<file path="src/shared/uart_port_flow_baud_ctrl_params.svh">
// Constants of the port, flow-control and baud logic
// Assumes inclusion by the package and the design file only
`ifndef UART_PORT_FLOW_BAUD_CTRL_PARAMS_SVH
`define UART_PORT_FLOW_BAUD_CTRL_PARAMS_SVH

// ==========================================================
// Clock and baud division
`define CLK_HZ 200000000
`define BAUD_DIV(r10) ((`CLK_HZ * 10) / (16 * (r10)))
`define DIV_W 20
`define DIV_ONE 20'h00001
`define DIV_ZERO 20'h00000

// ==========================================================
// Register indices (byte address is four times the index)
`define IDX_MODE1 4'h0
`define IDX_MODE2 4'h1
`define IDX_TEST 4'h2
`define IDX_CSR 4'h3
`define IDX_CMD 4'h4
`define IDX_ACR 4'h5
`define IDX_OUTPUT_CONFIG_REG 4'h6
`define IDX_STATUS 4'h7
`define IDX_TXHOLD 4'h8
`define IDX_LATCH 4'h9
`define IDX_BRGTEST 4'hA
`define IDX_SETBITS 4'hE
`define IDX_CLRBITS 4'hF
`define ADDR_HI_ZERO 2'h0
`define ADDR_LO_ZERO 2'h0

// ==========================================================
// Field positions
`define M1_RX_RTS 7
`define M1_MODE_HI 4
`define M1_MODE_LO 3
`define M1_WAKEUP 2'h3
`define M2_TX_RTS 5
`define M2_CTS_EN 4
`define ACR_RATE_SET 7
`define CMD_RX_EN 0
`define CMD_RX_DIS 1
`define CMD_TX_EN 2
`define CMD_TX_DIS 3
`define CMD_MISC_HI 7
`define CMD_MISC_LO 4
`define CMD_RX_RESET 4'h2
`define CMD_RTS_ON 4'h8
`define CMD_RTS_OFF 4'h9

// ==========================================================
// Clock-select codes
`define CS_TIMER 4'hD
`define CS_EXT16 4'hE
`define CS_EXT1 4'hF

// ==========================================================
// Transmitter timing in ticks
`define ARM_16X 4'h4
`define ARM_1X 4'h2
`define BIT_16X 4'hF
`define BIT_1X 4'h0
`define LAST_DATA_BIT 3'h7

// ==========================================================
// Reset values
`define RST_PINS 8'hFF
`define RST_BYTE 8'h00
`define RST_WORD 32'h0000_0000
`endif

</file>
<file path="src/shared/uart_port_flow_baud_ctrl_pkg.sv">
// Types of the port, flow-control and baud logic
// Assumes the params header is on the include path
`include "uart_port_flow_baud_ctrl_params.svh"
package uart_port_flow_baud_ctrl_pkg;

  // ==========================================================
  // Bus carriers
  typedef struct packed {
    logic psel;
    logic penable;
    logic pwrite;
    logic [7:0] paddr;
    logic [31:0] pwdata;
  } apb_req_t;

  typedef struct packed {
    logic [31:0] prdata;
    logic pready;
    logic pslverr;
  } apb_rsp_t;

  // ==========================================================
  // Transmitter states
  typedef enum logic [4:0] {
    TX_IDLE = 5'b00001,
    TX_ARM = 5'b00010,
    TX_START = 5'b00100,
    TX_DATA = 5'b01000,
    TX_STOP = 5'b10000
  } tx_state_t;

  // ==========================================================
  // Module state
  typedef struct packed {
    logic [`DIV_W-1:0] cnt;
    logic tick;
    logic x1;
  } baud_state_t;

  typedef struct packed {
    apb_rsp_t rsp;
    logic [7:0] mode1;
    logic [7:0] mode2;
    logic [7:0] clock_select_reg;
    logic [7:0] aux_control_reg;
    logic [7:0] output_config_reg;
    logic [7:0] latch;
    logic test1x;
    logic brg_test;
    logic tx_en;
    logic rx_en;
    logic rx_reset;
    logic [7:0] hold;
    logic hold_full;
    logic [7:0] shift;
    logic [3:0] sub;
    logic [2:0] bitcnt;
    tx_state_t tx_state;
    logic tx_line;
    logic rx_rts;
    logic [7:0] pins;
    logic cts_s1;
    logic cts_s2;
    logic ext_s1;
    logic ext_s2;
    logic ext_s3;
  } ctrl_state_t;

endpackage

</file>
<file path="src/rtl/uart_port_flow_baud_ctrl.sv">
// Output port, flow control, transmitter and baud selection of one serial channel
// Assumes an APB master on clk_sys; receiver FIFO status and timer tick on clk_sys
//
// Overview of operation
// RQ1: Pins two to seven take source from output_config_reg; pins zero, one from mode/command; here pin one follows only latch bit one.
// RQ2: A pin driven from output_port_latch shows the inverse of its latch bit.
// RQ3: Set-bits at E and clear-bits at F touch only positions holding ones.
// RQ4: With CTS enabled and clear_to_send_n high, finish current character then hold.
// RQ5: With CTS enable zero, clear_to_send_n has no effect on the transmitter.
// RQ6: Receiver raises ready_to_send_n when FIFO full and fourth start bit seen.
// RQ7: mode_reg_one bit 7 hands multipurpose_out_zero to receiver as ready-to-send.
// RQ8: Transmitter may drive pin zero as done flag; both owners together allowed.
// RQ9: Command codes 1000 and 1001 assert and negate ready-to-send by software.
// RQ10: Pin zero is NAND of latch bit zero and generated ready-to-send.
// RQ11: Flow control leaves latch bit zero alone; disabling returns pin to latch.
// RQ12: Disable within 3/16 bit (16x) or one bit (1x) after load sends nothing.
// RQ13: Underrun, one load, immediate disable: that character is not sent.
// RQ14: tx_empty_flag is set in underrun or just after enable.
// RQ15: Holding data moves to shift register in start bit; ready sets at its end.
// RQ16: Access at index 2 forces 1x clocking and routes internal nodes to pins.
// RQ17: Each read at index A toggles the alternate baud table for all channels.
// RQ18: Four-bit code and rate-set pick baud; 1101 timer, 1110 pin 16x, 1111 pin 1x.
// RQ19: Software resets receiver by reset then enable; mode registers stay intact.
// RQ20: In wake-up mode reset and disable are bypassed; software leaves mode first.
// RQ21: clear_to_send_n is synchronised before it gates transmission.
//
// Chosen here: the register addresses and the APB slave port.
`timescale 1ns/1ps
`include "uart_port_flow_baud_ctrl_params.svh"

// ==========================================================
// Baud tick generator
module baud_tick_gen
  import uart_port_flow_baud_ctrl_pkg::*;
(
  input wire logic clk_sys,
  input wire logic reset_n,
  input wire logic [3:0] code,
  input wire logic rate_set,
  input wire logic brg_test,
  input wire logic force_x1,
  input wire logic timer_tick,
  input wire logic ext_rise,
  output logic tick,
  output logic x1
);

  baud_state_t s_q;
  baud_state_t s_d;
  logic [`DIV_W-1:0] div;

  function automatic int unsigned rate_div(input logic [3:0] c, input logic set, input logic tst);
    int unsigned d;
    d = `BAUD_DIV(96000);
    unique case (c)
      4'h0: d = tst ? (set ? `BAUD_DIV(72000) : `BAUD_DIV(48000)) : (set ? `BAUD_DIV(750) : `BAUD_DIV(500));
      4'h1: d = tst ? `BAUD_DIV(8800) : `BAUD_DIV(1100);
      4'h2: d = tst ? `BAUD_DIV(10760) : `BAUD_DIV(1345);
      4'h3: d = tst ? (set ? `BAUD_DIV(144000) : `BAUD_DIV(192000)) : (set ? `BAUD_DIV(1500) : `BAUD_DIV(2000));
      4'h4: d = tst ? `BAUD_DIV(288000) : `BAUD_DIV(3000);
      4'h5: d = tst ? `BAUD_DIV(576000) : `BAUD_DIV(6000);
      4'h6: d = tst ? `BAUD_DIV(1152000) : `BAUD_DIV(12000);
      4'h7: d = set ? `BAUD_DIV(20000) : `BAUD_DIV(10500);
      4'h8: d = tst ? `BAUD_DIV(576000) : `BAUD_DIV(24000);
      4'h9: d = `BAUD_DIV(48000);
      4'hA: d = tst ? (set ? `BAUD_DIV(144000) : `BAUD_DIV(576000)) : (set ? `BAUD_DIV(18000) : `BAUD_DIV(72000));
      4'hB: d = `BAUD_DIV(96000);
      4'hC: d = set ? `BAUD_DIV(192000) : `BAUD_DIV(384000);
      default: d = `BAUD_DIV(96000);
    endcase
    return d;
  endfunction

  assign div = `DIV_W'(rate_div(code, rate_set, brg_test)); // [RQ17]

  always_comb begin
    s_d = s_q;
    s_d.x1 = force_x1 | (code == `CS_EXT1); // [RQ16] [RQ18]
    s_d.tick = 1'b0;
    unique case (code)
      `CS_TIMER: s_d.tick = timer_tick; // [RQ18]
      `CS_EXT16, `CS_EXT1: s_d.tick = ext_rise; // [RQ18]
      default: begin
        if (s_q.cnt >= div - `DIV_ONE) begin
          s_d.cnt = `DIV_ZERO;
          s_d.tick = 1'b1;
        end else begin
          s_d.cnt = s_q.cnt + `DIV_ONE;
        end
      end
    endcase
  end

  always_ff @(posedge clk_sys or negedge reset_n) begin
    if (!reset_n) begin
      s_q <= '0;
    end else begin
      s_q <= s_d;
    end
  end

  assign tick = s_q.tick;
  assign x1 = s_q.x1;

endmodule // baud_tick_gen

// ==========================================================
// Top level
module uart_port_flow_baud_ctrl
  import uart_port_flow_baud_ctrl_pkg::*;
(
  input wire logic clk_sys,
  input wire logic reset_n,
  input apb_req_t apb_req,
  output apb_rsp_t apb_rsp,
  input wire logic clear_to_send_n,
  input wire logic ext_clock_pin,
  input wire logic timer_tick,
  input wire logic rx_fifo_full,
  input wire logic rx_start_detect,
  output logic [7:0] out_pins,
  output logic tx_serial_out,
  output logic rx_enable,
  output logic rx_reset,
  output logic rx_tick,
  output logic rx_x1,
  output logic test_mode
);

  localparam ctrl_state_t CTRL_RESET = '{
    tx_state: TX_IDLE,
    tx_line: 1'b1,
    rx_rts: 1'b1,
    pins: `RST_PINS,
    default: '0
  };

  ctrl_state_t s_q;
  ctrl_state_t s_d;
  logic tx_tick;
  logic tx_x1;
  logic ext_rise;
  logic [3:0] idx;
  logic addr_ok;
  logic setup;
  logic access;
  logic wr;
  logic rd;
  logic [3:0] misc;
  logic wakeup;
  logic cts_ok;
  logic tx_ready;
  logic tx_empty;
  logic rts_sig;
  logic [3:0] arm_lim;
  logic [3:0] bit_lim;
  logic [7:0] status;
  logic [7:0] nodes;

  // ==========================================================
  // Baud selection
  assign ext_rise = s_q.ext_s2 & ~s_q.ext_s3;

  baud_tick_gen tx_baud (
    .clk_sys(clk_sys),
    .reset_n(reset_n),
    .code(s_q.clock_select_reg[7:4]),
    .rate_set(s_q.aux_control_reg[`ACR_RATE_SET]),
    .brg_test(s_q.brg_test),
    .force_x1(s_q.test1x),
    .timer_tick(timer_tick),
    .ext_rise(ext_rise),
    .tick(tx_tick),
    .x1(tx_x1)
  );

  baud_tick_gen rx_baud (
    .clk_sys(clk_sys),
    .reset_n(reset_n),
    .code(s_q.clock_select_reg[3:0]),
    .rate_set(s_q.aux_control_reg[`ACR_RATE_SET]),
    .brg_test(s_q.brg_test),
    .force_x1(s_q.test1x),
    .timer_tick(timer_tick),
    .ext_rise(ext_rise),
    .tick(rx_tick),
    .x1(rx_x1)
  );

  // ==========================================================
  // Decode and status
  assign idx = apb_req.paddr[5:2];
  assign addr_ok = (apb_req.paddr[7:6] == `ADDR_HI_ZERO) && (apb_req.paddr[1:0] == `ADDR_LO_ZERO)
                   && (idx != 4'hB) && (idx != 4'hC) && (idx != 4'hD);
  assign setup = apb_req.psel & ~apb_req.penable;
  assign access = apb_req.psel & apb_req.penable & s_q.rsp.pready & addr_ok;
  assign wr = access & apb_req.pwrite;
  assign rd = access & ~apb_req.pwrite;
  assign misc = apb_req.pwdata[`CMD_MISC_HI:`CMD_MISC_LO];
  assign wakeup = (s_q.mode1[`M1_MODE_HI:`M1_MODE_LO] == `M1_WAKEUP);
  assign cts_ok = ~s_q.mode2[`M2_CTS_EN] | ~s_q.cts_s2; // [RQ4] [RQ5] [RQ21]
  assign tx_ready = ~s_q.hold_full;
  assign tx_empty = (s_q.tx_state == TX_IDLE) & ~s_q.hold_full; // [RQ14]
  assign rts_sig = (s_q.mode1[`M1_RX_RTS] ? s_q.rx_rts : 1'b1)
                   & (s_q.mode2[`M2_TX_RTS] ? ~tx_empty : 1'b1); // [RQ7] [RQ8]
  assign arm_lim = tx_x1 ? `ARM_1X : `ARM_16X;
  assign bit_lim = tx_x1 ? `BIT_1X : `BIT_16X;
  assign status = {1'b0, s_q.rx_rts, s_q.cts_s2, wakeup, tx_empty, tx_ready, s_q.rx_en, s_q.tx_en};
  assign nodes = {s_q.tx_state, tx_tick, s_q.tx_line, s_q.hold_full};

  // ==========================================================
  // Next state
  always_comb begin
    s_d = s_q;
    s_d.cts_s1 = clear_to_send_n;
    s_d.cts_s2 = s_q.cts_s1; // [RQ21]
    s_d.ext_s1 = ext_clock_pin;
    s_d.ext_s2 = s_q.ext_s1;
    s_d.ext_s3 = s_q.ext_s2;
    s_d.rx_reset = 1'b0;

    // Receiver flow control
    if (!rx_fifo_full) begin
      s_d.rx_rts = 1'b1;
    end else if (rx_start_detect) begin
      s_d.rx_rts = 1'b0; // [RQ6]
    end

    // Transmitter
    unique case (s_q.tx_state)
      TX_IDLE: begin
        s_d.tx_line = 1'b1;
        if (s_q.tx_en && s_q.hold_full && cts_ok) begin // [RQ4] [RQ5]
          s_d.tx_state = TX_ARM;
          s_d.sub = 4'h0;
        end
      end
      TX_ARM: begin
        if (!s_q.tx_en) begin
          s_d.hold_full = 1'b0; // [RQ12] [RQ13]
          s_d.tx_state = TX_IDLE;
        end else if (tx_tick) begin
          if (s_q.sub == arm_lim - 4'h1) begin // [RQ12]
            s_d.tx_state = TX_START;
            s_d.sub = 4'h0;
            s_d.shift = s_q.hold; // [RQ15]
            s_d.tx_line = 1'b0;
          end else begin
            s_d.sub = s_q.sub + 4'h1;
          end
        end
      end
      TX_START: begin
        if (tx_tick) begin
          if (s_q.sub == bit_lim) begin
            s_d.hold_full = 1'b0; // [RQ15]
            s_d.tx_state = TX_DATA;
            s_d.sub = 4'h0;
            s_d.bitcnt = 3'h0;
            s_d.tx_line = s_q.shift[0];
          end else begin
            s_d.sub = s_q.sub + 4'h1;
          end
        end
      end
      TX_DATA: begin
        if (tx_tick) begin
          if (s_q.sub == bit_lim) begin
            s_d.sub = 4'h0;
            s_d.shift = {1'b0, s_q.shift[7:1]};
            if (s_q.bitcnt == `LAST_DATA_BIT) begin
              s_d.tx_state = TX_STOP;
              s_d.tx_line = 1'b1;
            end else begin
              s_d.bitcnt = s_q.bitcnt + 3'h1;
              s_d.tx_line = s_q.shift[1];
            end
          end else begin
            s_d.sub = s_q.sub + 4'h1;
          end
        end
      end
      TX_STOP: begin
        if (tx_tick) begin
          if (s_q.sub == bit_lim) begin
            s_d.sub = 4'h0;
            s_d.tx_state = TX_IDLE;
          end else begin
            s_d.sub = s_q.sub + 4'h1;
          end
        end
      end
    endcase

    // Register writes
    if (wr) begin
      unique case (idx)
        `IDX_MODE1: s_d.mode1 = apb_req.pwdata[7:0];
        `IDX_MODE2: s_d.mode2 = apb_req.pwdata[7:0];
        `IDX_TEST: s_d.test1x = apb_req.pwdata[0]; // [RQ16]
        `IDX_CSR: s_d.clock_select_reg = apb_req.pwdata[7:0]; // [RQ18]
        `IDX_ACR: s_d.aux_control_reg = apb_req.pwdata[7:0];
        `IDX_OUTPUT_CONFIG_REG: s_d.output_config_reg = apb_req.pwdata[7:0];
        `IDX_LATCH: s_d.latch = apb_req.pwdata[7:0];
        `IDX_SETBITS: s_d.latch = s_q.latch | apb_req.pwdata[7:0]; // [RQ3]
        `IDX_CLRBITS: s_d.latch = s_q.latch & ~apb_req.pwdata[7:0]; // [RQ3]
        `IDX_TXHOLD: begin
          if (!s_d.hold_full) begin
            s_d.hold = apb_req.pwdata[7:0];
            s_d.hold_full = 1'b1;
          end
        end
        `IDX_CMD: begin
          if (apb_req.pwdata[`CMD_TX_EN]) begin
            s_d.tx_en = 1'b1;
          end
          if (apb_req.pwdata[`CMD_TX_DIS]) begin
            s_d.tx_en = 1'b0;
          end
          if (apb_req.pwdata[`CMD_RX_EN]) begin
            s_d.rx_en = 1'b1;
          end
          if (apb_req.pwdata[`CMD_RX_DIS] && !wakeup) begin
            s_d.rx_en = 1'b0; // [RQ20]
          end
          if (misc == `CMD_RX_RESET && !wakeup) begin
            s_d.rx_en = 1'b0; // [RQ19] [RQ20]
            s_d.rx_reset = 1'b1;
          end
          if (misc == `CMD_RTS_ON) begin
            s_d.latch[0] = 1'b1; // [RQ9]
          end
          if (misc == `CMD_RTS_OFF) begin
            s_d.latch[0] = 1'b0; // [RQ9]
          end
        end
        default: begin
        end
      endcase
    end
    if (rd && idx == `IDX_BRGTEST) begin
      s_d.brg_test = ~s_q.brg_test; // [RQ17]
    end

    // Output pins
    s_d.pins[0] = ~(s_d.latch[0] & rts_sig); // [RQ10] [RQ11]
    s_d.pins[1] = ~s_d.latch[1]; // [RQ1] [RQ2]
    for (int k = 2; k < 8; k++) begin
      s_d.pins[k] = s_q.test1x ? nodes[k] : (s_q.output_config_reg[k] ? status[k - 2] : ~s_d.latch[k]); // [RQ1] [RQ2] [RQ16]
    end

    // Bus answer
    s_d.rsp.pready = setup;
    if (setup) begin
      s_d.rsp.pslverr = ~addr_ok;
      s_d.rsp.prdata = `RST_WORD;
      unique case (idx)
        `IDX_MODE1: s_d.rsp.prdata[7:0] = s_q.mode1;
        `IDX_MODE2: s_d.rsp.prdata[7:0] = s_q.mode2;
        `IDX_TEST: s_d.rsp.prdata[0] = s_q.test1x;
        `IDX_CSR: s_d.rsp.prdata[7:0] = s_q.clock_select_reg;
        `IDX_ACR: s_d.rsp.prdata[7:0] = s_q.aux_control_reg;
        `IDX_OUTPUT_CONFIG_REG: s_d.rsp.prdata[7:0] = s_q.output_config_reg;
        `IDX_STATUS: s_d.rsp.prdata[7:0] = status;
        `IDX_LATCH: s_d.rsp.prdata[7:0] = s_q.latch;
        `IDX_BRGTEST: s_d.rsp.prdata[0] = s_q.brg_test;
        default: s_d.rsp.prdata = `RST_WORD;
      endcase
    end else if (!apb_req.psel) begin
      s_d.rsp.pslverr = 1'b0;
    end
  end

  always_ff @(posedge clk_sys or negedge reset_n) begin
    if (!reset_n) begin
      s_q <= CTRL_RESET;
    end else begin
      s_q <= s_d;
    end
  end

  // ==========================================================
  // Outputs
  assign apb_rsp = s_q.rsp;
  assign out_pins = s_q.pins;
  assign tx_serial_out = s_q.tx_line;
  assign rx_enable = s_q.rx_en;
  assign rx_reset = s_q.rx_reset;
  assign test_mode = s_q.test1x;

endmodule // uart_port_flow_baud_ctrl

</file>
<file path="config.mk">
export PLATFORM = sky130hd
export DESIGN_NAME = uart_port_flow_baud_ctrl
export DESIGN_NICKNAME = d
export VERILOG_FILES = /design/src/shared/uart_port_flow_baud_ctrl_pkg.sv /design/src/rtl/uart_port_flow_baud_ctrl.sv
export VERILOG_INCLUDE_DIRS = /design/src /design/src/shared
export SDC_FILE = /design/constraint.sdc
export NUM_CORES = 1
export LEC_CHECK = 0
export BUFFER_PORTS_ARGS = -buffer_cell sky130_fd_sc_hd__buf_2
export CAP_MARGIN = 20
export CELL_PAD_IN_SITES_DETAIL_PLACEMENT = 0
export CELL_PAD_IN_SITES_GLOBAL_PLACEMENT = 1
export CORE_MARGIN = 5
export CORE_UTILIZATION = 41
export DETAILED_ROUTE_END_ITERATION = 8
export PLACE_DENSITY = 0.78
export SETUP_SLACK_MARGIN = 0.5
export SYNTH_ARGS = -nofsm -noshare
export SYNTH_HDL_FRONTEND = slang
export SYNTH_HIERARCHICAL = 1
export SYNTH_SLANG_ARGS = --single-unit
</file>
<file path="constraint.sdc">
create_clock -name clk_sys -period 4.7 [get_ports clk_sys]
set_clock_uncertainty 0.2 [all_clocks]
set_input_delay 0.94 -clock clk_sys [delete_from_list [all_inputs] [get_ports clk_sys]]
set_output_delay 0.94 -clock clk_sys [all_outputs]
set_load 0.05 [all_outputs]
</file>
# Word level (Yosys, flattened, before mapping)
# Index checks and enable logic that the tools add are counted.
[word_totals] regBits=151 output_inout_bits=48 inputBits=50 elab_cells=279
[op_classes] eq_ne=71 order_cmp=2 mux=93 add_sub_neg=7 bitwise=34 reduce_logical=38
[op_table] cell="case mux 20 bit (12 select lines)" count=2
[op_table] cell="two-way mux 17 bit" count=5
[op_table] cell="equality test 4 bit, second input constant" count=21
[op_table] cell="two-way mux 9 bit" count=6
[op_table] cell="two-way mux 13 bit" count=4
[op_table] cell="case mux 7 bit (7 select lines)" count=1
[op_table] cell="equality test 4 x 3 -> 1 bit, second input constant" count=12
[op_table] cell="adder 20 x 1 -> 20 bit, second input constant" count=2
[op_table] cell="greater-or-equal comparator 20 bit" count=2
[op_table] cell="two-way mux 20 bit" count=2
[op_table] cell="subtractor 20 x 1 -> 20 bit, second input constant" count=2
[op_table] cell="two-way mux 12 bit" count=3
[op_table] cell="two-way mux 1 bit" count=33
[op_table] cell="two-way mux 10 bit" count=3
[op_table] cell="equality test 4 x 2 -> 1 bit, second input constant" count=7
[op_table] cell="two-way mux 14 bit" count=2
[op_table] cell="two-way mux 5 bit" count=5
[op_table] cell="case mux 5 bit (5 select lines)" count=1
[op_table] cell="two-way mux 21 bit" count=1
[op_table] cell="case mux 7 bit (3 select lines)" count=1
[op_table] cell="two-way mux 4 bit" count=5
[op_table] cell="case mux 4 bit (5 select lines)" count=1
[op_table] cell="two-way mux 18 bit" count=1
[op_table] cell="inverter 1 bit" count=18
[op_table] cell="47 further kinds" count=105

# Logic depth before layout (Yosys ltp)
# Gate-level depths: netlist of the first run.
[depth] ltp_word=11 mapped_depth=20 mapped_depth_nobuf=18

# Hierarchy
# The synthesis of the first run kept the hierarchy.
[modules_own_cells] module="uart_port_flow_baud_ctrl" area_each_um2=5905.7 cells_per_inst=564 seq_area_each_um2=2691.3 instances=1
[modules_own_cells] module="baud_tick_gen at rx_baud" area_each_um2=3024.2 cells_per_inst=378 seq_area_each_um2=550.5 instances=1
[modules_own_cells] module="baud_tick_gen at tx_baud" area_each_um2=2851.5 cells_per_inst=371 seq_area_each_um2=550.5 instances=1

# Least setup slack after synthesis of the first run
# No wires, ideal clock.
[synth_path] path_kind="reg2reg" start="register s_q[47] (netlist bit)" end="register rx_baud/s_q[4] (netlist bit)" setup_time_ns=0.127 period_less_slack_ns=4.576 path_slack_ns=0.124 stages_incl_launch_ff=20 required_ns=4.373 t_arrival_ns=4.249 path_buffers=3 path_cell_list="dfrtp_1 > buf_2 > buf_2 > inv_1 > ha_1 > a31o_2 > nor2_1 > ha_1 > inv_1 > or2_1 > nor4_1 > xnor2_1 > ha_1 > nand4_1 > nor4_1 > a22o_1 > a311oi_4 > buf_4 > a21oi_1 > o22ai_1"
[synth_via] elab_chain_len=5 word_cells_on_any_way=13 cone_classes="add/sub (1); order compare (1); mux (11)"
[synth_lines] element="from (decl)" line_no="uart_port_flow_baud_ctrl.sv:138" text="ctrl_state_t s_q;"
[synth_lines] element="from (signal assigned)" line_no="uart_port_flow_baud_ctrl.sv:376" text="s_q <= CTRL_RESET;"
[synth_lines] element="from (signal assigned)" line_no="uart_port_flow_baud_ctrl.sv:378" text="s_q <= s_d;"
[synth_lines] element="two-way mux 13 bit (tied with other cells)" line_no="uart_port_flow_baud_ctrl.sv:66" text="4'hA: d = tst ? (set ? `BAUD_DIV(144000) : `BAUD_DIV(576000)) : (set ? `BAUD_DIV(18000) : `BAUD_DIV(72000));"
[synth_lines] element="case mux 20 bit (12 select lines) *" line_no="uart_port_flow_baud_ctrl.sv:55" text="unique case (c)"
[synth_lines] element="subtractor 20 x 1 -> 20 bit (no line) *"
[synth_lines] element="greater-or-equal comparator 20 bit (no line) *"
[synth_lines] element="two-way mux 20 bit *" line_no="uart_port_flow_baud_ctrl.sv:84" text="if (s_q.cnt >= div - `DIV_ONE) begin"
[synth_lines] element="to (signal assigned)" line_no="uart_port_flow_baud_ctrl.sv:96" text="s_q <= '0;"
[synth_lines] element="to (signal assigned)" line_no="uart_port_flow_baud_ctrl.sv:98" text="s_q <= s_d;"
[synth_lines] element="to (decl)" line_no="uart_port_flow_baud_ctrl.sv:48" text="baud_state_t s_q;"
# Every way passes the cells marked *; elsewhere a longest branch is shown, timed or not.
# A chain may end at the register's enable or synchronous reset.

# Worst setup path in the final report of the first run
[layout_path] start="register s_q[47] (netlist bit)" end="register tx_baud/s_q[2] (netlist bit)"
[layout_via] elab_chain_len=5 word_cells_on_any_way=13 cone_classes="add/sub (1); order compare (1); mux (11)"
[layout_lines] element="two-way mux 13 bit (tied with other cells)" line_no="uart_port_flow_baud_ctrl.sv:66"
[layout_lines] element="case mux 20 bit (12 select lines) *" line_no="uart_port_flow_baud_ctrl.sv:55"
[layout_lines] element="subtractor 20 x 1 -> 20 bit (no line) *"
[layout_lines] element="greater-or-equal comparator 20 bit (no line) *"
[layout_lines] element="two-way mux 20 bit *" line_no="uart_port_flow_baud_ctrl.sv:84"
[layout_lines] element="to (signal assigned)" line_no="uart_port_flow_baud_ctrl.sv:96"
[layout_lines] element="to (signal assigned)" line_no="uart_port_flow_baud_ctrl.sv:98"
[layout_lines] element="to (decl)" line_no="uart_port_flow_baud_ctrl.sv:48"
# Marks and branches as above.

==> run_results.csv, run 1 <==
group,metric,value,unit
run_status,outcome,"finished, final reports clean",
power,p_per_area,286,nW/um2
finish,drive_gt1_share,29.1,%
detailed_routing,dr_wl_met2,16000,um
sta,setup_viol,0,
placement,dp_hpwl,22300,um
synth,synth.cell_area,11800,um2
detailed_routing,post_drt_wl_per_cell,18.4,um
detailed_routing,vias,10500,
power,total_power,4.02,mW
floorplan,core-area,28500,um2
clock_network,cts_buffers,17,
detailed_routing,highest_layer,"met4",
sta,finalMaxSlewViolations,0,
synth,synthCells,1313,
sta,finalCritPeriodShare,91.8,%
hold_path,hold_class,"reg -> reg",
finish,final_common_cell,"nand2_1",
floorplan,ios,98,
floorplan,die_w,180,um
detailed_routing,vias_per_cell,5.83,
detailed_routing,drt_first_pass_iters,7,
sta,finalHoldViolations,0,
power,p_int,2.64,mW
finish,final_cell_mix,"nand2_1, dfrtp_1, buf_4, nor2_1, o21ai_0",
sta,fmax,232,MHz
synth,yosysSeqAreaShare,32.2,%
critical_path,crit_path_start,"s_q[47]",
sta,rsz0062_at_grt,"true",
synth,synth-edff-count,0,
power,p_switching,1.38,mW
critical_path,path_cells,"inv_4, buf_4, buf_4, buf_4, ha_4, a21oi_1, nor2_1, o21ai_1, o311a_1, nand3_1, o31ai_2, ha_1, buf_4, a221o_1, a221o_1, a31oi_4, nand3_4, nor2_4, buf_12, mux2_4",
global_routing,grt.overflow.total,0,
critical_path,r2r_end,"tx_baud/s_q[2]",
clock_network,clk_latency,450,ps
placement,portBuffers,49,
power,vdd_ir_drop_max,0.000281,V
critical_path,worstPathRequired,4890,ps
detailed_routing,wl_met3,1630,um
finish,final_net_count,1518,
finish,antennaDiodeCount,0,
detailed_routing,wl_met1,14800,um
critical_path,worstSetupPathType,"reg -> reg",
clock_network,clockRootBuffer,"clkbuf_16",
sta,slew_headroom,43.3,%
critical_path,r2r-start,"s_q[47]",
sta,fin_tns_setup,0,ps
critical_path,reg2reg_slack,390,ps
synth,synth_cell_types,109,
clock_network,cts_tree,"built",
synth,ys.flop_type,"dfrtp_1",
critical_path,cpLargestDelayFamily,"compound AO/OA/AOI/OAI gates",
power,p_leak,6.18,nW
finish,areaGrowthSynthToFinish,19.5,%
clock_network,clkSlewWorstSetupHoldPaths,70,ps
critical_path,cp_max_fo,7,
detailed_routing,drc_errors,0,
sta,worstMarginPinSlew,847,ps
clock_network,cts_num_sinks,151,
synth,yosys_warnings,6,
clock_network,cts_buffer_depth,2,
placement,place_congestion,0.888,
floorplan,rows,62,
critical_path,cpMostUsedCell,"buf_4",
critical_path,cp-end-kind,"flop",
critical_path,crit_cells,20,
global_routing,grt_max_degree,71,
global_routing,grt_pass1_wl,54000,um
power,clkPwrFrac,36.6,%
synth,synth-async-reset-ratio,100,%
clock_network,postCtsHoldBufs,0,
critical_path,worstPathBufferInverterCount,6,
sta,finalCriticalPeriod,4310,ps
power,p_comb_share,23.8,%
clock_network,h-tree-depth,4,
power,power_frac_seq,39.6,%
power,switching_share,34.4,%
detailed_routing,drtIter0Drc,919,
critical_path,cp_slowest_cell,"dfrtp_4",
flow_run,cap_violations,0,
detailed_routing,finalWirelength,33300,um
global_routing,grt_pass1_vias,10100,
global_routing,antenna_found_initial,0,
synth,avgSynthCellArea,8.97,um2
floorplan,dieArea,32200,um2
critical_path,r2r_cells,20,
synth,ys_ff_latch,151,
global_routing,grt_usage,20.1,%
critical_path,crit_end,"tx_baud/s_q[2]",
floorplan,start_util,41.3,%
critical_path,max_stage_delay,510,ps
floorplan,die_h,180,um
detailed_routing,ant_nets,0,
critical_path,crit_arrival,4500,ps
critical_path,start_kind,"flop",
Yosys cell counts (all sizes together), types with 11 or more instances:
cell type / number / share of area, %
dfrtp: 140 / 30
nand2: 138 / 4.5
buf: 95 / 5.7
nor2: 88 / 2.9
o21ai: 86 / 3.7
a21oi: 69 / 2.9
mux2: 63 / 6.3
ha: 61 / 6.5
nand3: 51 / 2.4
inv: 37 / 1.2
nor2b: 31 / 1.6
nor3: 29 / 1.5
clkbuf: 26 / 0.83
nand2b: 23 / 1.2
nand4: 20 / 1.1
xnor2: 20 / 1.5
a22oi: 19 / 1.3
and3: 19 / 1.0
a22o: 15 / 1.1
a31oi: 15 / 0.85
mux2i: 15 / 1.3
xor2: 15 / 1.1
nand3b: 12 / 0.76
nor3b: 12 / 0.81
o22ai: 12 / 0.64
or2: 12 / 0.64
a221oi: 11 / 1.1
dfstp: 11 / 2.5
nor4: 11 / 1.1
state kept, by name, indices dropped and copies added (netlist names):
| register | flops |
|---|---|
| tx_baud/tick | 1 |
| rx_baud/tick | 1 |
| rx_reset | 1 |
| tx_baud/x1 | 1 |
| test_mode | 1 |
| out_pins | 8 |
| tx_baud/s_q | 20 |
| nodes | 6 |
| rx_baud/x1 | 1 |
| s_q | 76 |
| rx_enable | 1 |
| apb_rsp | 10 |
| tx_serial_out | 1 |
| rx_baud/s_q | 20 |
| s_d | 3 |
worst reg2reg max path, delay by kind of cell (launching register included):
family,cells,cell delay (ps)
and+or+nand+nor,4,500
AOI/OAI and AO/OA,7,1690
adders and majority gates,2,460
DFF,1,510
muxes,1,140
buffers and inverters,6,750
per-stage QoR:
step	utilization, %	hold slack (ps)	cells	instance area, um2	setup slack, ps
final	49.3	149	1804	14100	387
after global routing	49.3	151	1804	14100	212
after CTS	47.5	150	1772	13600	423
after detailed placement	43.0	135	1694	12300	183
after global placement	43.0	132	1694	12300	257
after floorplan	-	131	1338	11900	492
power groups by stage:
| stage | clock [mW] | sequential (mW) | combinational (mW) |
|---|---|---|---|
| after floorplan | 0 | 1.56 | 0.685 |
| after global placement | 0 | 1.60 | 0.838 |
| after detailed placement | 0 | 1.61 | 0.853 |
| after CTS | 1.50 | 1.59 | 0.910 |
| after global routing | 1.55 | 1.61 | 1.07 |
| final | 1.47 | 1.59 | 0.958 |
layer usage:
| layer | up-vias | GRT usage, % |
|---|---|---|
| met4 | 0 | 6.52 |
| met2 | 340 | 32.8 |
| met3 | 64 | 2.99 |
| met5 | - | 0 |
| met1 | 5143 | 27.4 |
| li1 | 4962 | - |
cells by family after synthesis:
logic type | count (synthesis) | share of synthesized area [%]
simple gates | 481 | 22.0
buf+inv | 160 | 7.82
compound gates | 343 | 21.1
xor+xnor | 35 | 2.60
fa+ha+maj | 61 | 6.48
other cells | 3 | 0.0956
flops | 151 | 32.2
mux | 79 | 7.74
how the worst min path moves through the flow:
stage,start,endpoint,slack [ps],depth (start not counted)
global placement,s_d[3],s_q[3],130,0
floorplan,s_d[1],s_d[0],130,0
global route,s_d[1],s_d[0],150,0
detailed placement,s_d[1],s_d[0],130,0
CTS,s_d[1],s_d[0],150,0
finish,s_d[1],s_d[0],150,0
repair_timing:
item / 4_1_cts / 5_1_grt
pin swaps: 40 / 56
endpoints found under the hold margin: 0 / 0
endpoints found under the setup margin: 41 / 42
cloned: 3 / 0
setup buffers: 43 / 31
resized for setup: 76 / 56
layout make-up:
cell class | instances | area [um2]
fillers | 2686 | 14500
multi-input cells | 1028 | 7650
flip-flops and latches | 151 | 3810
repair buffers | 170 | 1360
well taps | 384 | 480
clock buffers | 19 | 453
clock inverters | 13 | 161
inverters | 39 | 160
(Power assumes the default switching activity.)
==> inputs of run 2 (changes only) <==
- CORE_ASPECT_RATIO: not set -> 0.5
==> run_results.csv, run 2 (same netlist as run 1, synthesis figures left out) <==
group,metric,value,unit
sta,finalMaxSlewViolations,0,
global_routing,grt_pass1_wl,53900,um
global_routing,grt_usage,20.3,%
clock_network,clk_latency,460,ps
placement,placed_area,12200,um2
critical_path,cp-end-kind,"flop",
sta,worstMarginPinSlew,1170,ps
critical_path,worstSetupPathType,"reg -> reg",
hold_path,hold_path_depth,0,
sta,fin_tns_setup,0,ps
finish,final_cell_mix,"nand2_1, dfrtp_1, nor2_1, o21ai_0, a21oi_1",
critical_path,crit_arrival,4440,ps
detailed_routing,ant_nets,0,
sta,finalCritPeriodShare,90.6,%
hold_path,hold_class,"reg -> reg",
detailed_routing,drt_first_pass_iters,9,
power,p_switching,1.40,mW
critical_path,crit_cells,18,
detailed_routing,drc_errors,0,
global_routing,grt.overflow.total,0,
detailed_routing,post_drt_wl_per_cell,18.9,um
finish,regMostFlops,"s_q",
power,switching_share,35.7,%
power,p_leak,5.94,nW
run_status,outcome,"finished, final reports clean",
detailed_routing,drtIter0Drc,712,
detailed_routing,vias_per_cell,5.81,
floorplan,dieArea,32400,um2
placement,place_congestion,0.891,
placement,dp_hpwl,23300,um
placement,placed_cells_incl_taps,1692,
global_routing,grt_pass1_vias,9903,
finish,antennaDiodeCount,0,
sta,rsz0062_at_grt,"true",
finish,final_common_cell,"nand2_1",
global_routing,grt_max_degree,82,
floorplan,core-area,28000,um2
floorplan,rows,43,
critical_path,max_stage_delay,490,ps
floorplan,die_w,250,um
finish,top_regs,"s_q x76, rx_baud/s_q x20, tx_baud/s_q x20",
power,p_per_area,286,nW/um2
sta,slew_headroom,22.0,%
detailed_routing,finalWirelength,33400,um
clock_network,h-tree-depth,4,
power,vdd_ir_drop_max,0.000250,V
detailed_routing,vias,10300,
clock_network,clkSlewWorstSetupHoldPaths,70,ps
clock_network,clockRootBuffer,"clkbuf_16",
power,clkPwrFrac,35.0,%
power,power_frac_seq,40.6,%
critical_path,start_kind,"flop",
global_routing,antenna_found_initial,0,
power,p_comb_share,24.4,%
finish,final_cells,1764,
floorplan,die_h,130,um
critical_path,cpMostUsedCell,"a221o_1",
placement,portBuffers,49,
critical_path,r2r_cells,18,
power,p_int,2.51,mW
clock_network,cts_tree,"built",
clock_network,cts_buffer_depth,2,
critical_path,worstPathBufferInverterCount,1,
critical_path,path_cells,"ha_4, mux2_2, a22oi_2, nor2_1, a311oi_2, ha_2, and2_4, nand3_1, xnor2_1, ha_1, a21o_1, a221o_1, a221o_1, a31oi_4, nand3_4, nor2_4, buf_12, a22o_1",
clock_network,cts_buffers,17,
sta,finalCriticalPeriod,4260,ps
finish,largest_reg_flops,76,
clock_network,cts_num_sinks,151,
sta,fmax,235,MHz
critical_path,worstPathRequired,4880,ps
finish,final_area,13700,um2
floorplan,start_util,42.0,%
critical_path,cpLargestDelayFamily,"compound AO/OA/AOI/OAI gates",
flow_run,cap_violations,0,
critical_path,cp_slowest_cell,"dfrtp_2",
sta,setup_viol,0,
floorplan,ios,98,
finish,final_net_count,1480,
finish,drive_gt1_share,27.0,%
critical_path,cp_max_fo,6,
sta,finalHoldViolations,0,
finish,areaGrowthSynthToFinish,16.0,%
==> run 2: layout make-up <==
class	instances	area, um2
fillers	2591	14400
multi-input cells	1028	7630
flip-flops and latches	151	3800
repair buffers	132	1020
well taps	382	478
clock buffers	18	439
inverters	39	156
clock inverters	14	138
==> run 2: per-stage QoR <==
step	hold WS (ps)	total power, mW	worst slack [ps]	util (%)
detailed placement	135	2.47	113	43.7
finish	155	3.91	440	48.7
global placement	132	2.43	240	43.7
CTS	157	3.90	429	47.3
floorplan	131	2.25	492	-
global route	165	4.13	259	48.7
==> run 2: metal layers <==
metal  global-route usage [%]  up-vias  share of wire [%]
met5                        0        -                  0
met4                     5.09        0                1.4
met3                     3.45       44                5.1
met2                     33.6      315                 47
met1                     28.2     5016                 46
li1                         -     4877                  -
==> run 2: path summary, 6_finish.rpt <==
check / from / slack (ps) / endpoint
setup / recovery: s_q[47] / 440 / tx_baud/s_q[10]
hold / removal: s_d[1] / 150 / s_d[0]
setup reg to reg: s_q[47] / 440 / tx_baud/s_q[10]
hold reg to reg: s_d[1] / 150 / s_d[0]
max in group asynchronous: reset_n / 3060 / s_q[13]
min in group asynchronous: reset_n / 320 / s_q[20]
==> run 2: worst register-to-register path, delay by kind of cell, from the launching register on <==
kind,cells,cell delay (ps)
AO/OA/AOI/OAI,7,1670
XOR/XNOR,1,130
adder cells (fa/ha/maj),3,640
buffers and inverters,1,130
flip-flops,1,490
multiplexers,1,270
AND/OR/NAND/NOR,5,650
==> run 2: power groups by stage <==
stage | clock (mW) | sequential (mW) | combinational [mW]
3_3_place_gp | 0 | 1.60 | 0.833
6_report | 1.37 | 1.59 | 0.954
3_5_place_dp | 0 | 1.60 | 0.864
5_1_grt | 1.45 | 1.61 | 1.07
2_1_floorplan | 0 | 1.56 | 0.685
4_1_cts | 1.40 | 1.58 | 0.910
==> run 2: what timing repair did <==
| action | 4_1_cts | 5_1_grt |
|---|---|---|
| pin swaps | 42 | 66 |
| resized for setup | 56 | 58 |
| setup buffers | 21 | 17 |
| gates cloned | 1 | 0 |
| hold buffers | 0 | 0 |
| setup endpoints to repair | 42 | 42 |
==> inputs of run 3 (changes only) <==
- PLACE_DENSITY: 0.78 -> 0.79
- SYNTH_HIERARCHICAL: 1 -> not set
==> run_results.csv, run 3 <==
group,metric,value,unit
critical_path,crit_arrival,4200,ps
synth,yosysSeqAreaShare,34.1,%
critical_path,r2r_cells,15,
synth,ys.flop_type,"dfrtp_1",
critical_path,cp_max_fo,8,
sta,finalWorstSetupSlack,627,ps
global_routing,antenna_found_initial,0,
finish,top_regs,"s_q x76, rx_baud.s_q x20, tx_baud.s_q x20",
clock_network,cts_buffers,17,
sta,fmax,246,MHz
finish,areaGrowthSynthToFinish,12.8,%
finish,regMostFlops,"s_q",
detailed_routing,post_drt_wl_per_cell,18.4,um
synth,yosys_warnings,0,
synth,synth_top_cell_by_area,"dfrtp_1",
clock_network,cts_num_sinks,151,
clock_network,cts_buffer_depth,2,
floorplan,start_util,41.9,%
finish,final_cell_mix,"dfrtp_1, nor2_1, nand2_1, o21ai_0, a21oi_1",
synth,ys_ff_latch,151,
clock_network,clk_latency,450,ps
synth,avgSynthCellArea,8.77,um2
critical_path,crit_path_start,"s_q[47]",
synth,synth_cell_types,86,
detailed_routing,drtIter0Drc,968,
critical_path,r2r-start,"s_q[47]",
hold_path,hold_class,"reg -> reg",
global_routing,grt_pass1_wl,49800,um
synth,post-synth-top-count-cell,"dfrtp_1",
placement,place_congestion,0.907,
sta,rsz0062_at_grt,"true",
synth,synth-edff-count,0,
synth,synth.area.top_cells,"dfrtp_1, ha_1, mux2_2",
detailed_routing,finalWirelength,30600,um
clock_network,clockRootBuffer,"clkbuf_16",
run_status,outcome,"finished, final reports clean",
placement,placed_cells_incl_taps,1615,
synth,ys_top_cells_by_count,"dfrtp_1, nor2_1, nand2_1",
power,vdd_ir_drop_max,0.000241,V
synth,synth_top_cell_area_share,31.5,%
critical_path,worstSetupPathType,"reg -> reg",
placement,portBuffers,49,
finish,antennaDiodeCount,0,
clock_network,postCtsHoldBufs,0,
finish,fillers,2502,
sta,worstMarginPinSlew,936,ps
finish,final_cells,1662,
floorplan,die_w,243,um
critical_path,r2r_end,"tx_baud.tick",
floorplan,die_h,126,um
sta,finalCritPeriodShare,86.7,%
detailed_routing,drc_errors,0,
power,p_int,2.46,mW
finish,drive_gt1_share,20.5,%
clock_network,h-tree-depth,4,
detailed_routing,ant_nets,0,
sta,finalHoldViolations,0,
sta,finalMaxSlewViolations,0,
power,p_comb_share,18.6,%
sta,finalCriticalPeriod,4070,ps
power,power_frac_seq,42.0,%
global_routing,grt_max_degree,105,
clock_network,clkSlewWorstSetupHoldPaths,70,ps
global_routing,grt_pass1_vias,9364,
placement,dp_hpwl,22100,um
detailed_routing,vias,9777,
power,p_per_area,287,nW/um2
floorplan,core-area,26500,um2
placement,pre_cts_ws,250,ps
critical_path,crit_end,"tx_baud.tick",
sta,fin_tns_setup,0,ps
floorplan,ios,98,
critical_path,start_kind,"flop",
synth,synth.cell_area,11100,um2
critical_path,reg2reg_slack,630,ps
critical_path,cp-end-kind,"flop",
synth,synth-async-reset-ratio,100,%
sta,setup_viol,0,
finish,largest_reg_flops,76,
detailed_routing,drt_first_pass_iters,5,
detailed_routing,vias_per_cell,5.88,
floorplan,dieArea,30700,um2
finish,final_common_cell,"dfrtp_1",
power,p_leak,5.57,nW
sta,slew_headroom,37.6,%
critical_path,worstPathRequired,4830,ps
flow_run,cap_violations,0,
clock_network,cts_tree,"built",
global_routing,grt.overflow.total,0,
power,clkPwrFrac,39.4,%
power,switching_share,31.4,%
finish,final_net_count,1401,
synth,synthCells,1267,
global_routing,grt_usage,19.6,%
power,p_switching,1.13,mW
floorplan,rows,42,
-- run 3: changes by cell type in the layout (fill, tap and decap cells not counted), moves of 10 or more --
cell and delta:
o22ai_1 +13, nand2_1 -41, nor2_1 +24, nand2b_1 +10, xor2_1 +11, o21ai_2 -10
buf_6 -10
-- run 3: stage by stage --
stage | hold WS, ps | power, mW | util [%] | cell area [um2]
after floorplan | 131 | 2.01 | - | 11200
after global routing | 170 | 3.78 | 47.2 | 12500
after global placement | 138 | 2.15 | 43.9 | 11600
final | 153 | 3.59 | 47.2 | 12500
after detailed placement | 140 | 2.17 | 43.9 | 11600
after CTS | 156 | 3.62 | 46.4 | 12300
-- run 3: metal layers --
metal / track usage (%) / vias to the layer above / part of all wire (%)
met4: 5.53 / 0 / 1.8
met3: 4.75 / 48 / 6.1
met1: 27.7 / 4791 / 47
li1: - / 4630 / -
met5: 0 / - / 0
met2: 30.4 / 308 / 45
-- run 3: cell families after synthesis --
| group | count (synthesis) | share of synthesized area (%) |
|---|---|---|
| compound gates | 345 | 21.0 |
| other cells | 2 | 0.0676 |
| flops | 151 | 34.1 |
| fa+ha+maj | 54 | 6.08 |
| simple gates | 444 | 21.3 |
| buf+inv | 158 | 7.18 |
| xor+xnor | 50 | 3.94 |
| mux | 63 | 6.28 |
-- run 3: power by group through the flow --
stage | Clock [mW] | Combinational (mW) | Sequential [mW]
finish | 1.41 | 0.670 | 1.51
global route | 1.50 | 0.753 | 1.52
CTS | 1.45 | 0.664 | 1.51
detailed placement | 0 | 0.640 | 1.53
global placement | 0 | 0.622 | 1.52
floorplan | 0 | 0.522 | 1.49
-- run 3: what timing repair did --
action,4_1_cts,5_1_grt
cloned,0,0
pin swaps,3,12
gates resized for setup,11,26
buffers inserted,2,13
endpoints found under the setup margin,40,42
-- run 3: critical path: stages (launching register included) --
cell and delay, ps:
dfrtp_1 400, buf_4 180, ha_2 240, or2_2 290, a31oi_1 170, o311ai_1 160
and4bb_2 360, nand3_2 110, xnor2_1 160, ha_1 310, a21oi_1 120, o21ai_0 130
a41o_1 260, a311oi_4 370, nand3_1 280, o311a_1 210
-- run 3: worst min path at each step --
| stage | from | to | slack, ps | cells after the start |
|---|---|---|---|---|
| floorplan | s_d[1] | s_d[0] | 130 | 0 |
| global placement | s_d[3] | s_q[3] | 140 | 0 |
| detailed placement | s_d[3] | s_q[3] | 140 | 0 |
| CTS | s_d[3] | s_q[3] | 160 | 0 |
| global route | s_d[3] | s_q[3] | 170 | 0 |
| finish | s_d[3] | s_q[3] | 150 | 0 |
-- run 3: final cells by class --
| cell class | instances | area, um2 | area share [%] |
|---|---|---|---|
| Clock buffer | 21 | 460 | 3.67 |
| Inverter | 32 | 125 | 0.998 |
| Multi-Input combinational cell | 984 | 6780 | 54.1 |
| Tap cell | 352 | 440 | 3.51 |
| Clock inverter | 11 | 140 | 1.12 |
| Timing Repair Buffer | 111 | 783 | 6.25 |
| Sequential cell | 151 | 3800 | 30.3 |
